[config.mk]
export PLATFORM = sky130hd
export DESIGN_NAME = ldp_top
export DESIGN_NICKNAME = d
export VERILOG_FILES = /design/src/ldp_pkg.sv /design/src/ldp_bus_if.sv /design/src/ldp_bus_port.sv /design/src/ldp_drive.sv /design/src/ldp_top.sv
export SDC_FILE = /design/constraint.sdc
export NUM_CORES = 1
export LEC_CHECK = 0
export BUFFER_PORTS_ARGS = -buffer_cell sky130_fd_sc_hd__clkbuf_2
export CELL_PAD_IN_SITES_DETAIL_PLACEMENT = 1
export CELL_PAD_IN_SITES_GLOBAL_PLACEMENT = 1
export CORE_ASPECT_RATIO = 1.75
export CORE_UTILIZATION = 38
export CTS_CLUSTER_DIAMETER = 200
export CTS_CLUSTER_SIZE = 25
export DETAILED_ROUTE_END_ITERATION = 10
export GPL_TIMING_DRIVEN = 0
export HOLD_SLACK_MARGIN = 0.05
export MAX_ROUTING_LAYER = met4
export PLACE_DENSITY_LB_ADDON = 0.12
export SYNTH_ARGS = -nofsm -noshare
export SYNTH_HDL_FRONTEND = slang
export SYNTH_HIERARCHICAL = 1
export SYNTH_SLANG_ARGS = --single-unit
[constraint.sdc]
create_clock -name CLK_IN -period 2.67 [get_ports CLK_IN]
set_input_delay 0.534 -clock CLK_IN [delete_from_list [all_inputs] [get_ports CLK_IN]]
set_output_delay 0.534 -clock CLK_IN [all_outputs]
set_load 0.01 [all_outputs]
[src/ldp_pkg.sv]
// constants for the lcd driver host port and panel drive logic
// assumes one clock; host pins are synchronous to it
// Behaviour
// - select low means command, high means data
// - reset pin high picks 68, low 80
// - reset acts on reset pin edges
// - active low chip select qualifies accesses
// - 68 mode enable strobe frames each access
// - 80 mode drives bus while read low
// - 68 mode direction high read, low write
// - 80 mode captures data at write rising
// - eight bit three state data port
// - both line clock edges latch and advance
// - master or slave strap changes pin roles
// - slave scans commons in reverse order
// - 32 line slave commons are 31..16
// - 16 line slave commons are 15..8; the code builds only the 32 line frame
// - segment level from ram bit and frame
// - common level from counter and frame
// - chip select high ignores strobes, not reset
// - decode data read/write, status, command
package ldp_pkg;
  localparam int DW     = 8;    // host data width
  localparam int NSEG   = 16;   // segment outputs
  localparam int NCOM   = 16;   // common outputs
  localparam int NLINE  = 32;   // lines per frame, master plus slave
  localparam int LINE_W = 5;    // line counter width
  localparam int BIT_W  = 3;    // line bit within a page byte
  localparam int COL_W  = 4;    // column counter width
  localparam int PAGE_W = 2;    // page register width
  localparam int NWORD  = 64;   // ram bytes, pages times columns
  localparam logic             HAS_COM  = 1'b1; // common driving part
  localparam logic [COL_W-1:0]  COL_RST  = 4'h0;
  localparam logic [COL_W-1:0]  COL_LAST = 4'hf;
  localparam logic [PAGE_W-1:0] PAGE_RST = 2'h3;
  localparam logic [LINE_W-1:0] LINE_RST = 5'h00;
  localparam logic [LINE_W-1:0] LINE_LAST = 5'h1f;
  // status byte bit positions
  localparam int ST_BUSY   = 7;
  localparam int ST_STYLE  = 6;
  localparam int ST_MASTER = 5;
  localparam int ST_FRAME  = 4;
  // command tags: bit 7 clear sets column, 2'h2 sets page
  localparam logic [1:0] CMD_PAGE = 2'h2;
  // segment select codes
  localparam logic [1:0] SEG_VDD = 2'h0;
  localparam logic [1:0] SEG_V2  = 2'h1;
  localparam logic [1:0] SEG_V3  = 2'h2;
  localparam logic [1:0] SEG_V5  = 2'h3;
  // common select codes
  localparam logic [1:0] COM_VDD = 2'h0;
  localparam logic [1:0] COM_V1  = 2'h1;
  localparam logic [1:0] COM_V4  = 2'h2;
  localparam logic [1:0] COM_V5  = 2'h3;
endpackage

[src/ldp_bus_if.sv]
// host access events passed from bus port to core
// assumes one clock domain
`timescale 1ns/10ps
interface ldp_bus_if;
  import ldp_pkg::*;
  logic          wr_stb; // one cycle write event
  logic          rd_stb; // one cycle read end event
  logic          a0;     // data/command select of access
  logic [DW-1:0] wdata;  // captured write byte
  modport port (output wr_stb, rd_stb, a0, wdata);
  modport core (input wr_stb, rd_stb, a0, wdata);
endinterface

[src/ldp_bus_port.sv]
// host strobe decoder for 68 and 80 style buses
// assumes strobes and data synchronous to clk
`timescale 1ns/10ps
module ldp_bus_port (
  input  wire logic                  clk,
  input  wire logic                  rst_n,
  input  wire logic                  style68,
  input  wire logic                  cs_n,
  input  wire logic                  dcs,
  input  wire logic                  stb,
  input  wire logic                  dir,
  input  wire logic [ldp_pkg::DW-1:0] din,
  output logic                       oe,
  ldp_bus_if.port                    bus
);
  import ldp_pkg::*;
  logic          stb_q;  // strobe last cycle
  logic          dir_q;  // direction or write last cycle
  logic          sel_q;  // chip selected last cycle
  logic [DW-1:0] hold;   // byte seen during strobe
  logic          a0h;    // select seen during strobe
  logic          end68;  // enable fell
  logic          wr_ev;
  logic          rd_ev;
  //////////////////////////////////////////////////////////////
  // history of the strobe pins
  always_ff @(posedge clk or negedge rst_n) begin
    if (!rst_n) begin
      stb_q <= 1'b0;
      dir_q <= 1'b1;
      sel_q <= 1'b0;
    end else begin
      stb_q <= stb;
      dir_q <= dir;
      sel_q <= !cs_n;
    end
  end
  // data and select caught while the strobe is active
  always_ff @(posedge clk or negedge rst_n) begin
    if (!rst_n) begin
      hold <= '0;
      a0h  <= 1'b0;
    end else if (style68 ? stb : (!stb || !dir)) begin
      hold <= din;
      a0h  <= dcs;
    end
  end
  //////////////////////////////////////////////////////////////
  // access ends; a style flip mid access may lose it
  assign end68 = stb_q && !stb;
  always_comb begin
    if (style68) begin
      wr_ev = sel_q && end68 && !dir_q;
      rd_ev = sel_q && end68 && dir_q;
    end else begin
      wr_ev = sel_q && !dir_q && dir;
      rd_ev = sel_q && !stb_q && stb;
    end
  end
  // events out as registered pulses; deselected ones dropped
  always_ff @(posedge clk or negedge rst_n) begin
    if (!rst_n) begin
      bus.wr_stb <= 1'b0;
      bus.rd_stb <= 1'b0;
      bus.a0     <= 1'b0;
      bus.wdata  <= '0;
    end else begin
      bus.wr_stb <= wr_ev;
      bus.rd_stb <= rd_ev;
      bus.a0     <= a0h;
      bus.wdata  <= hold;
    end
  end
  // drive enable follows the read strobe directly
  assign oe = !cs_n && (style68 ? (stb && dir) : !stb);
endmodule

[src/ldp_drive.sv]
// level select codes for segment or common outputs
// assumes on bits and frame sampled in clk domain
`timescale 1ns/10ps
module ldp_drive #(
  parameter logic IS_COM = 1'b0,
  parameter int   N      = 16
) (
  input  wire logic           clk,
  input  wire logic           rst_n,
  input  wire logic           fr,
  input  wire logic [N-1:0]   on,
  output logic      [2*N-1:0] sel
);
  import ldp_pkg::*;
  // four level choice from frame and on bit
  function automatic logic [1:0] lvl(input logic c, input logic f, input logic b);
    if (c)
      lvl = f ? (b ? COM_V5 : COM_V1) : (b ? COM_VDD : COM_V4);
    else
      lvl = f ? (b ? SEG_VDD : SEG_V2) : (b ? SEG_V5 : SEG_V3);
  endfunction
  //////////////////////////////////////////////////////////////
  // one registered code per output, no glitch to the switches
  for (genvar i = 0; i < N; i++) begin : g_out
    always_ff @(posedge clk or negedge rst_n) begin
      if (!rst_n)
        sel[2*i +: 2] <= IS_COM ? COM_V4 : SEG_V3;
      else
        sel[2*i +: 2] <= lvl(IS_COM, fr, on[i]);
    end
  end
endmodule

[src/ldp_top.sv]
// lcd driver: host port, display ram, line scan, drive codes
// assumes all pins synchronous to CLK_IN; analogue switches outside
`timescale 1ns/10ps
module ldp_top (
  input  wire logic                     CLK_IN,
  input  wire logic                     RESETN_IN,
  input  wire logic                     RESET_BUS_STYLE_IN,
  input  wire logic                     CHIP_SELECT_N_IN,
  input  wire logic                     DATA_COMMAND_SELECT_IN,
  input  wire logic                     ENABLE_READ_IN,
  input  wire logic                     DIR_WRITE_IN,
  input  wire logic [ldp_pkg::DW-1:0]   DATA_IN,
  output logic      [ldp_pkg::DW-1:0]   DATA_OUT,
  output logic                          DATA_OE_OUT,
  input  wire logic                     LINE_CLOCK_IN,
  input  wire logic                     MASTER_SEL_IN,
  input  wire logic                     FRAME_POLARITY_IN,
  output logic                          FRAME_POLARITY_OUT,
  output logic                          FRAME_POLARITY_OE_OUT,
  output logic [2*ldp_pkg::NSEG-1:0]    SEGMENT_OUTPUT_SEL_OUT,
  output logic [2*ldp_pkg::NCOM-1:0]    COMMON_OUTPUT_SEL_OUT
);
  import ldp_pkg::*;
  //////////////////////////////////////////////////////////////
  // declarations
  ldp_bus_if bus ();                  // host events
  logic                rst_q;         // reset pin last cycle
  logic                srst;          // edge of reset pin
  logic                style68;       // bus style in force
  logic                master;        // strap level
  logic [COL_W-1:0]    col;           // column counter
  logic [PAGE_W-1:0]   page;          // page register
  logic [DW-1:0]       mem [NWORD];   // display ram
  logic [DW-1:0]       rd_latch;      // read pipeline latch
  logic [DW-1:0]       status;        // status byte
  logic                lclk_q;        // line clock last cycle
  logic                lclk_edge;     // either line clock edge
  logic                frin_q;        // frame input last cycle
  logic                fr_edge;       // slave frame start
  logic                fr_reg;        // master frame polarity
  logic                fr_now;        // polarity in use
  logic [LINE_W-1:0]   line;          // line and common counter
  logic [LINE_W-1:0]   lat_line;      // line now displayed
  logic [NSEG-1:0]     seg_on;        // latched segment bits
  logic [NCOM-1:0]     com_on;        // selected common
  logic [PAGE_W+COL_W-1:0] addr;      // host ram address
  //////////////////////////////////////////////////////////////
  // line a common output stands for
  function automatic logic [LINE_W-1:0] com_line(input int k, input logic m);
    // slave reversed, upper half of lines
    if (m)
      com_line = LINE_W'(k);
    else
      com_line = LINE_W'(NLINE - 1 - k);
  endfunction
  //////////////////////////////////////////////////////////////
  // host strobe decoder
  ldp_bus_port u_port (
    .clk     (CLK_IN),
    .rst_n   (RESETN_IN),
    .style68 (style68),
    .cs_n    (CHIP_SELECT_N_IN),
    .dcs     (DATA_COMMAND_SELECT_IN),
    .stb     (ENABLE_READ_IN),
    .dir     (DIR_WRITE_IN),
    .din     (DATA_IN),
    .oe      (DATA_OE_OUT),
    .bus     (bus.port)
  );
  //////////////////////////////////////////////////////////////
  // reset pin: level picks bus style, an edge resets
  // the pin is not gated by chip select
  always_ff @(posedge CLK_IN or negedge RESETN_IN) begin
    if (!RESETN_IN)
      rst_q <= 1'b1;
    else
      rst_q <= RESET_BUS_STYLE_IN;
  end
  // edge, not level: a held pin resets only once
  assign srst    = rst_q != RESET_BUS_STYLE_IN;
  // high selects 68 style, low 80 style
  assign style68 = rst_q;
  // strap read as a plain level
  assign master  = MASTER_SEL_IN;
  //////////////////////////////////////////////////////////////
  // host address from page and column
  assign addr = {page, col};
  // column counter and page register
  always_ff @(posedge CLK_IN or negedge RESETN_IN) begin
    if (!RESETN_IN) begin
      col  <= COL_RST;
      page <= PAGE_RST;
    end else if (srst) begin
      // pin edge wins over any access
      col  <= COL_RST;
      page <= PAGE_RST;
    end else if (bus.wr_stb && !bus.a0) begin
      // command byte
      if (!bus.wdata[DW-1])
        col <= bus.wdata[COL_W-1:0];
      else if (bus.wdata[DW-1 -: 2] == CMD_PAGE)
        page <= bus.wdata[PAGE_W-1:0];
    end else if ((bus.wr_stb || bus.rd_stb) && bus.a0) begin
      // data access: stop at the last column
      if (col != COL_LAST)
        col <= col + COL_W'(1);
    end
  end
  // ram write, data only; contents survive reset
  always_ff @(posedge CLK_IN) begin
    if (bus.wr_stb && bus.a0)
      mem[addr] <= bus.wdata;
  end
  // read latch: bus shows old latch, ram moves in
  always_ff @(posedge CLK_IN or negedge RESETN_IN) begin
    if (!RESETN_IN)
      rd_latch <= '0;
    else if (bus.rd_stb && bus.a0)
      rd_latch <= mem[addr];
  end
  //////////////////////////////////////////////////////////////
  // status: never busy, style, strap, polarity
  always_comb begin
    status            = '0;
    status[ST_BUSY]   = 1'b0;
    status[ST_STYLE]  = style68;
    status[ST_MASTER] = master;
    status[ST_FRAME]  = fr_now;
  end
  // output byte register; select low reads status
  // one cycle lag after select moves, well inside any strobe
  always_ff @(posedge CLK_IN or negedge RESETN_IN) begin
    if (!RESETN_IN)
      DATA_OUT <= '0;
    else if (DATA_COMMAND_SELECT_IN)
      DATA_OUT <= rd_latch;
    else
      DATA_OUT <= status;
  end
  //////////////////////////////////////////////////////////////
  // line clock and frame input edge detection
  always_ff @(posedge CLK_IN or negedge RESETN_IN) begin
    if (!RESETN_IN) begin
      lclk_q <= 1'b0;
      frin_q <= 1'b0;
    end else begin
      lclk_q <= LINE_CLOCK_IN;
      frin_q <= FRAME_POLARITY_IN;
    end
  end
  // both edges count
  assign lclk_edge = lclk_q != LINE_CLOCK_IN;
  // slave locks to master frame edges
  assign fr_edge   = !master && (frin_q != FRAME_POLARITY_IN);
  //////////////////////////////////////////////////////////////
  // line and common counter
  always_ff @(posedge CLK_IN or negedge RESETN_IN) begin
    if (!RESETN_IN)
      line <= LINE_RST;
    else if (srst || fr_edge)
      line <= LINE_RST;
    else if (lclk_edge)
      line <= (line == LINE_LAST) ? LINE_RST : line + LINE_W'(1);
  end
  // master polarity flips at frame end
  always_ff @(posedge CLK_IN or negedge RESETN_IN) begin
    if (!RESETN_IN)
      fr_reg <= 1'b0;
    else if (srst)
      fr_reg <= 1'b0;
    else if (master && lclk_edge && line == LINE_LAST)
      fr_reg <= !fr_reg;
  end
  // polarity in use: own as master, pin as slave
  assign fr_now = (HAS_COM && master) ? fr_reg : FRAME_POLARITY_IN;
  // pin direction by strap; segment only parts listen
  assign FRAME_POLARITY_OUT    = fr_reg;
  assign FRAME_POLARITY_OE_OUT = HAS_COM && master;
  //////////////////////////////////////////////////////////////
  // display latch: one ram line per line clock edge
  always_ff @(posedge CLK_IN or negedge RESETN_IN) begin
    if (!RESETN_IN) begin
      seg_on   <= '0;
      lat_line <= LINE_RST;
    end else if (lclk_edge) begin
      lat_line <= line;
      for (int j = 0; j < NSEG; j++)
        seg_on[j] <= mem[{line[LINE_W-1 -: PAGE_W], COL_W'(j)}][line[BIT_W-1:0]];
    end
  end
  // common decode, order reversed as slave
  always_comb begin
    for (int k = 0; k < NCOM; k++)
      com_on[k] = lat_line == com_line(k, master);
  end
  //////////////////////////////////////////////////////////////
  // drive code stages
  ldp_drive #(
    .IS_COM (1'b0),
    .N      (NSEG)
  ) u_seg (
    .clk    (CLK_IN),
    .rst_n  (RESETN_IN),
    .fr     (fr_now),
    .on     (seg_on),
    .sel    (SEGMENT_OUTPUT_SEL_OUT)
  );
  ldp_drive #(
    .IS_COM (1'b1),
    .N      (NCOM)
  ) u_com (
    .clk    (CLK_IN),
    .rst_n  (RESETN_IN),
    .fr     (fr_now),
    .on     (com_on),
    .sel    (COMMON_OUTPUT_SEL_OUT)
  );
endmodule

==> results of run 1 <==
[cell usage after synthesis (17+ instances only)]
master | count | share of area [%]
mux2_2 | 52 | 2.0
nand3_1 | 17 | 0.30
buf_4 | 36 | 0.94
clkbuf_1 | 36 | 0.47
xor2_1 | 17 | 0.52
mux2i_1 | 62 | 2.2
o21ai_0 | 20 | 0.35
xnor2_1 | 19 | 0.58
nor3_1 | 18 | 0.31
o22ai_1 | 19 | 0.41
a221oi_1 | 31 | 0.95
dfstp_2 | 21 | 1.9
buf_2 | 52 | 0.91
dfrtp_1 | 88 | 7.7
mux4_2 | 220 | 17
nand2_1 | 65 | 0.85
edfxtp_1 | 512 | 54
o21ai_1 | 21 | 0.37
a22oi_1 | 35 | 0.92
nor2_1 | 84 | 1.1
a21oi_1 | 35 | 0.61
[power by group]
part	leakage [nW]	switching [mW]	total [mW]	internal, mW
Clock	0.396	3.27	5.39	2.13
Sequential	5.88	0.277	11.2	10.9
Combinational	5.03	4.81	7.29	2.47
Total	11.3	8.36	23.9	15.5
[stage by stage]
step / cells / TNS [ps]
2_1_floorplan: 1668 / 0
3_3_place_gp: 2705 / -917490
3_5_place_dp: 2723 / -852000
4_1_cts: 2859 / -694
5_1_grt: 2925 / -1150
6_report: 2927 / -2170
[flip-flops by register name (all words and copies together) (netlist names), 2 cells and up]
register and cells:
u_seg/sel 17, u_com/sel 17, col 4, DATA_OUT 8, mem 512, page 2
rd_latch 8, u_port/hold 8, line 5, lat_line 5, u_port/bus.wdata 8, seg_on 16
[area by class of cell]
cell class	count	area (µm²)	share of cell area, %
multi-input cells	883	11100	31.0
well taps	945	1180	3.32
repair buffers	252	2660	7.46
diodes	15	37.5	0.105
plain buffers	149	1680	4.72
clock buffers	52	833	2.34
inverters	10	47.5	0.133
flip-flops and latches	621	18100	50.9
[cell families after synthesis]
| logic type | Yosys count | synth area share, % |
|---|---|---|
| mux | 338 | 21.6 |
| buf+inv | 164 | 3.30 |
| simple gates | 263 | 4.54 |
| compound gates | 243 | 6.11 |
| fa+ha+maj | 3 | 0.131 |
| flops | 621 | 63.2 |
| xor+xnor | 36 | 1.10 |
[cell usage in the layout (no fill, tap or decap), types with 8 or more instances in the layout]
cell type and count:
a21oi_1 25, a221o_1 13, a221oi_1 21, a22oi_1 27, a22oi_2 8, and2_1 9, buf_12 77, buf_16 12
buf_4 109, buf_6 46, buf_8 16, clkbuf_1 32, clkbuf_16 35, clkbuf_2 100, dfrtp_1 77, dfrtp_2 11
dfstp_2 21, diode_2 15, edfxtp_1 512, mux2_2 54, mux2i_1 40, mux2i_2 9, mux2i_4 13, mux4_2 220
nand2_1 55, nand2_2 10, nand2b_1 9, nand3b_1 12, nor2_1 23, nor2_4 60, nor3_1 10, o21ai_0 15
o21ai_1 19, o22ai_1 17, xnor2_1 19, xor2_1 17
[path summary, 6_finish.rpt]
path / start / endpoint / slack [ps] / cells past startpoint
worst max-delay path: col[2]$_DFFE_PN0P_ / rd_latch[0]$_DFFE_PN0P_ / -290 / 7
worst min-delay path: DATA_IN[0] / u_port/hold[0]$_DFFE_PN0P_ / 100 / 2
worst max register to register: col[2]$_DFFE_PN0P_ / rd_latch[0]$_DFFE_PN0P_ / -290 / 7
worst min register to register: u_port/a0h$_DFFE_PN0P_ / u_port/bus.a0$_DFF_PN0_ / 380 / 0
max in group asynchronous: RESETN_IN / u_port/bus.wdata[2]$_DFF_PN0_ / 1590 / 3
min in group asynchronous: RESETN_IN / u_seg/sel[30]$_DFF_PN0_ / 260 / 2
[repair_timing]
item                                    in CTS  in global routing
buffers inserted                            81                 50
hold endpoints to repair                    44                  0
gates resized for setup                    495                 88
pin swaps                                   59                 29
endpoints found under the setup margin     542                127
cloned                                       0                  5
hold buffers                                 6                  0
[per-layer routing]
metal  up-vias  wire length [µm]  global-route usage (%)
li1       7366                 -                       -
met1     10600             48500                    41.3
met2      1359             77800                    70.3
met3       652             11700                    9.15
met4         0             22100                    45.5
met5         -                 0                       -
==> key figures, run 1 <==
Outcome
  • Status: finished with violations
  • Violated checks: setup timing

Yosys
  • FF+latch count, synth: about 620
  • Post-synthesis sequential area ratio: ~63%
  • Syn nets: 1689
  • Avg Synthesized Cell Area: 17.2 µm²
  • Mapped Area: 28700 µm²
  • Number of flops mapped to enable cells by yosys: roughly 500
  • Syn Inst Count: 1668
  • Async SR Flop Fraction: 17.6%
  • Yosys synthesis warning count: 6
  • Main flop type after synthesis: edfxtp_1
  • Netlist cell types: 69

Worst setup path
  • WP buf/inv: 3
  • Crit Path Class: reg -> reg
  • Setup crit start kind: flip-flop
  • Critical Path Sink Type: flip-flop
  • Max stage delay on crit path: 610 ps
  • Crit-path cells: buf_12, buf_16, buf_16, mux4_2, a32oi_4, o211ai_1, o32a_1
  • WP data required: 3240 ps
  • Crit path DAT: 3540 ps
  • Critical path's top delay family: compound AO/OA/AOI/OAI gates
  • Critical Path Slowest Stage Cell: a32oi_4
  • Top cell by count, worst path: buf_16
  • Max FO, Critical Path: 10

Timing
  • RSZ-0062 raised after global routing: yes
  • Setup ws final: -294 ps
  • Clock Skew: 33.2 ps
  • Fin. Hold Viols: 0
  • Final period util: 111%
  • Final hold slack: 104 ps
  • Worst rel slew slack: 20.6%
  • Final min period: between 2000 and 3000 ps
  • Endpoints failing setup: 59
  • Max Clk Rate: 0.337 GHz
  • Worst slew pin tran: 1190 ps
  • Pins Over Slew Limit: 0

Floorplan
  • Die height: 365 µm
  • Core Area: 74900 µm²
  • # IOs: a little over 90
  • Die Span X: 210 µm
  • Initial Util: 38.3%
  • Row cnt: 133
  • DIE AREA: 76600 µm²

Route
  • Final WL: 160000 µm
  • Via Count: 19900
  • Drt initial violations: 2273
  • Drt first pass iters: 5
  • Vias per cell: 6.82
  • Antenna-violating nets left: 0
  • WL per Instance: ~55 µm
  • Drt drc: 0

Cells and area
  • Final nets: 1966
  • Fillcell total: 6966
  • Share of layout cells above drive strength 1: 47.0%
  • Area growth syn-to-layout: 24.3%
  • Fin util: between 40 and 50%
  • Finished Cell Area: around 36000 µm²

GRT
  • Vias in the first global route: 20200
  • Largest net degree at the start of global routing: 95
  • Antenna violations before repair: 10
  • GRT Util Overall: 43.2%
  • Grt total ovfl: 0
  • First-pass GRT wire length: 203000 µm

Clock tree
  • CTS root buf: clkbuf_16
  • Bufs on Longest Clock Path: 3
  • Clock Sink Count: 621
  • CTS clk-pin slew, worst paths: 110 ps
  • TritonCTS buffer count: 28
  • CTS tree: built
  • Worst skew pair latency: 680 ps
  • Htree depth: 1

Worst hold path
  • HP Class: in -> reg

Place
  • Place WS: -2290 ps
  • Routability-driven placement congestion ratio: 1.05
  • Post-detail-place hpwl: 117000 µm
  • Dpl cell area: 30700 µm²
  • I/O Buffers: 92

Job
  • Max-cap check violation count: 0

Power
  • VDD IR-drop max: between 700 and 800 µV
  • Pwr dens: around 670 nW/µm²
  • Total power: 23.9 mW
  • Leak: about 11 nW
Power figures use the tool's default switching activity.
==> inputs of run 2 (changes only) <==
--- a/config.mk
+++ b/config.mk
@@ -6,9 +6,8 @@
 export NUM_CORES = 1
 export LEC_CHECK = 0
 export BUFFER_PORTS_ARGS = -buffer_cell sky130_fd_sc_hd__clkbuf_2
-export CELL_PAD_IN_SITES_DETAIL_PLACEMENT = 1
-export CELL_PAD_IN_SITES_GLOBAL_PLACEMENT = 1
 export CORE_ASPECT_RATIO = 1.75
+export CORE_MARGIN = 2
 export CORE_UTILIZATION = 38
 export CTS_CLUSTER_DIAMETER = 200
 export CTS_CLUSTER_SIZE = 25
==> key figures, run 2 (same netlist as run 1, synthesis figures left out) <==
Outcome
  • Status: finished with violations (unchanged)
  • Violated checks: setup timing (unchanged)

Cells and area
  • Register with the most flip-flops: mem (unchanged)
  • Area growth syn-to-layout: 23.3% (was 24.3%)
  • Commonest non-fill, non-tap cells in the layout: edfxtp_1, mux4_2, buf_4, clkbuf_2, dfrtp_1 (was edfxtp_1, mux4_2, buf_4, clkbuf_2)
  • Share of layout cells above drive strength 1: 46.3% (was 47.0%)
  • Final nets: 1949 (was 1966)
  • Regs by FF count: mem: 512 flops, u_com/sel: 17 flops, u_seg/sel: 17 flops (unchanged)
  • Max FFs per register: 512 (unchanged)
  • Most common cell after layout, fill and taps aside: edfxtp_1 (unchanged)

Clock tree
  • Bufs on Longest Clock Path: 3 (unchanged)
  • CTS clk-pin slew, worst paths: 120 ps (was 110 ps)
  • Worst skew pair latency: 670 ps (was 680 ps)
  • CTS root buf: clkbuf_16 (unchanged)
  • Htree depth: 1 (unchanged)
  • TritonCTS buffer count: 28 (unchanged)
  • CTS tree: built (unchanged)
  • Clock Sink Count: 621 (unchanged)

Power
  • Total power: 23.6 mW (was 23.9 mW)
  • Switching share of power: 33.8% (was 35.0%)
  • P_int: 15.6 mW (was 15.5 mW)
  • VDD IR-drop max: 624 µV (was 718 µV)
  • Pwr dens: 667 nW/µm² (was 669 nW/µm²)
  • Sequential share of power: 47.5% (was 46.9%)
  • Net Sw Power: 7.98 mW (was 8.36 mW)
  • Comb power frac: 29.8% (was 30.5%)
  • Leak: 11.2 nW (was 11.3 nW)
  • Clock power share: 22.6% (about the same)

Timing
  • Max Clk Rate: 0.343 GHz (was 0.337 GHz)
  • Clock Skew: 28.9 ps (was 33.2 ps)
  • Pins Over Slew Limit: 0 (unchanged)
  • Final period util: 109% (was 111%)
  • Worst rel slew slack: 14.7% (was 20.6%)
  • Fin. Hold Viols: 0 (unchanged)
  • Final min period: 2920 ps (was 2960 ps)
  • Endpoints failing setup: 17 (was 59)
  • Post-route setup TNS: -1400 ps (was -2170 ps)
  • Setup ws final: -247 ps (was -294 ps)
  • RSZ-0062 raised after global routing: yes (unchanged)
  • Worst slew pin tran: 1270 ps (was 1190 ps)

GRT
  • Grt total ovfl: 0 (unchanged)
  • Largest net degree at the start of global routing: 101 (was 95)
  • Antenna violations before repair: 7 (was 10)
  • Vias in the first global route: 19900 (was 20200)
  • First-pass GRT wire length: 193000 µm (was 203000 µm)
  • GRT Util Overall: 40.0% (was 43.2%)

Job
  • Max-cap check violation count: 0 (unchanged)

Floorplan
  • Die Span X: 212 µm (was 210 µm)
  • Initial Util: 38.3% (unchanged)
  • Row cnt: 133 (unchanged)
  • DIE AREA: 77800 µm² (was 76600 µm²)
  • Core Area: 74900 µm² (unchanged)
  • Die height: 367 µm (was 365 µm)
  • # IOs: 93 (unchanged)

Route
  • WL per Instance: 52.0 µm (was 54.7 µm)
  • Via Count: 19900 (about the same)
  • Drt first pass iters: 5 (unchanged)
  • Drt initial violations: 2376 (was 2273)
  • Vias per cell: 6.84 (was 6.82)
  • Final WL: 151000 µm (was 160000 µm)
  • Drt drc: 0 (unchanged)
  • Antenna-violating nets left: 0 (unchanged)

Place
  • Post-detail-place hpwl: 111000 µm (was 117000 µm)
  • Place WS: -1950 ps (was -2290 ps)
  • Routability-driven placement congestion ratio: 1.08 (was 1.05)
  • I/O Buffers: 92 (unchanged)

Worst setup path
  • Crit-path cells: buf_12, buf_4, buf_16, buf_12, mux4_2, nand2_1, o211ai_1, o2bb2ai_1, o32a_1 (was buf_12, buf_16, buf_16, mux4_2, a32oi_4, o211ai_1, o32a_1)
  • Top cell by count, worst path: buf_12 (was buf_16)
  • Setup crit start kind: flip-flop (unchanged)
  • Crit Path Class: reg -> reg (unchanged)
  • WP buf/inv: 4 (was 3)
  • Max stage delay on crit path: 510 ps (was 610 ps)
  • Critical path's top delay family: compound AO/OA/AOI/OAI gates (unchanged)
  • Critical Path Slowest Stage Cell: mux4_2 (was a32oi_4)
  • Max FO, Critical Path: 7 (was 10)
  • Crit path DAT: 3470 ps (was 3540 ps)
  • WP data required: 3220 ps (was 3240 ps)
  • Critical Path Sink Type: flip-flop (unchanged)

Worst hold path
  • HP Class: in -> reg (unchanged)
[run 2: worst paths after layout]
| kind | startpoint | end | slack (ps) | depth (start not counted) |
|---|---|---|---|---|
| min in group asynchronous | RESETN_IN | seg_on[10]$_DFFE_PN0P_ | 250 | 2 |
| max in group asynchronous | RESETN_IN | u_port/bus.wdata[1]$_DFF_PN0_ | 1550 | 3 |
| max | col[0]$_DFFE_PN0P_ | rd_latch[3]$_DFFE_PN0P_ | -250 | 9 |
| max reg2reg | col[0]$_DFFE_PN0P_ | rd_latch[3]$_DFFE_PN0P_ | -250 | 9 |
| min | ENABLE_READ_IN | u_port/stb_q$_DFF_PN0_ | 110 | 1 |
| min reg2reg | u_port/hold[7]$_DFFE_PN0P_ | u_port/bus.wdata[7]$_DFF_PN0_ | 390 | 0 |
[run 2: per-layer routing]
layer / track usage (%) / wire length (µm) / vias to the layer above
met5: - / 0 / -
met4: 41.0 / 20900 / 0
met3: 6.10 / 10400 / 693
met2: 66.4 / 74800 / 1481
met1: 38.5 / 44800 / 10400
li1: - / - / 7317
[run 2: power by group through the flow]
stage	combinational (mW)	sequential (mW)	clock, mW
detailed placement	5.14	11.4	0
global placement	4.93	11.6	0
finish	7.03	11.2	5.34
floorplan	2.39	11.4	0
CTS	6.07	11.2	5.38
global route	6.98	11.2	5.65
[run 2: area by class of cell]
class,count,area (µm²)
fillers,6454,39500
flip-flops and latches,621,18100
multi-input cells,883,11000
repair buffers,235,2420
plain buffers,149,1700
well taps,945,1180
clock buffers,52,833
inverters,10,47.5
diodes,7,17.5
[run 2: metrics by stage]
step	hold WS (ps)	std cells	util, %	cell area [µm²]
after detailed placement	366	2719	40.9	30600
after global routing	101	2900	47.2	35400
after floorplan	238	1668	-	28700
after CTS	70.4	2850	46.0	34400
final	110	2902	47.2	35400
after global placement	356	2705	40.5	30300
[run 2: timing repair]
action / CTS / global route
gates resized for setup: 482 / 102
gates cloned: 3 / 3
hold endpoints to repair: 58 / 0
pin swaps: 51 / 33
setup buffers: 72 / 45
endpoints found under the setup margin: 540 / 102
hold buffers: 6 / 0
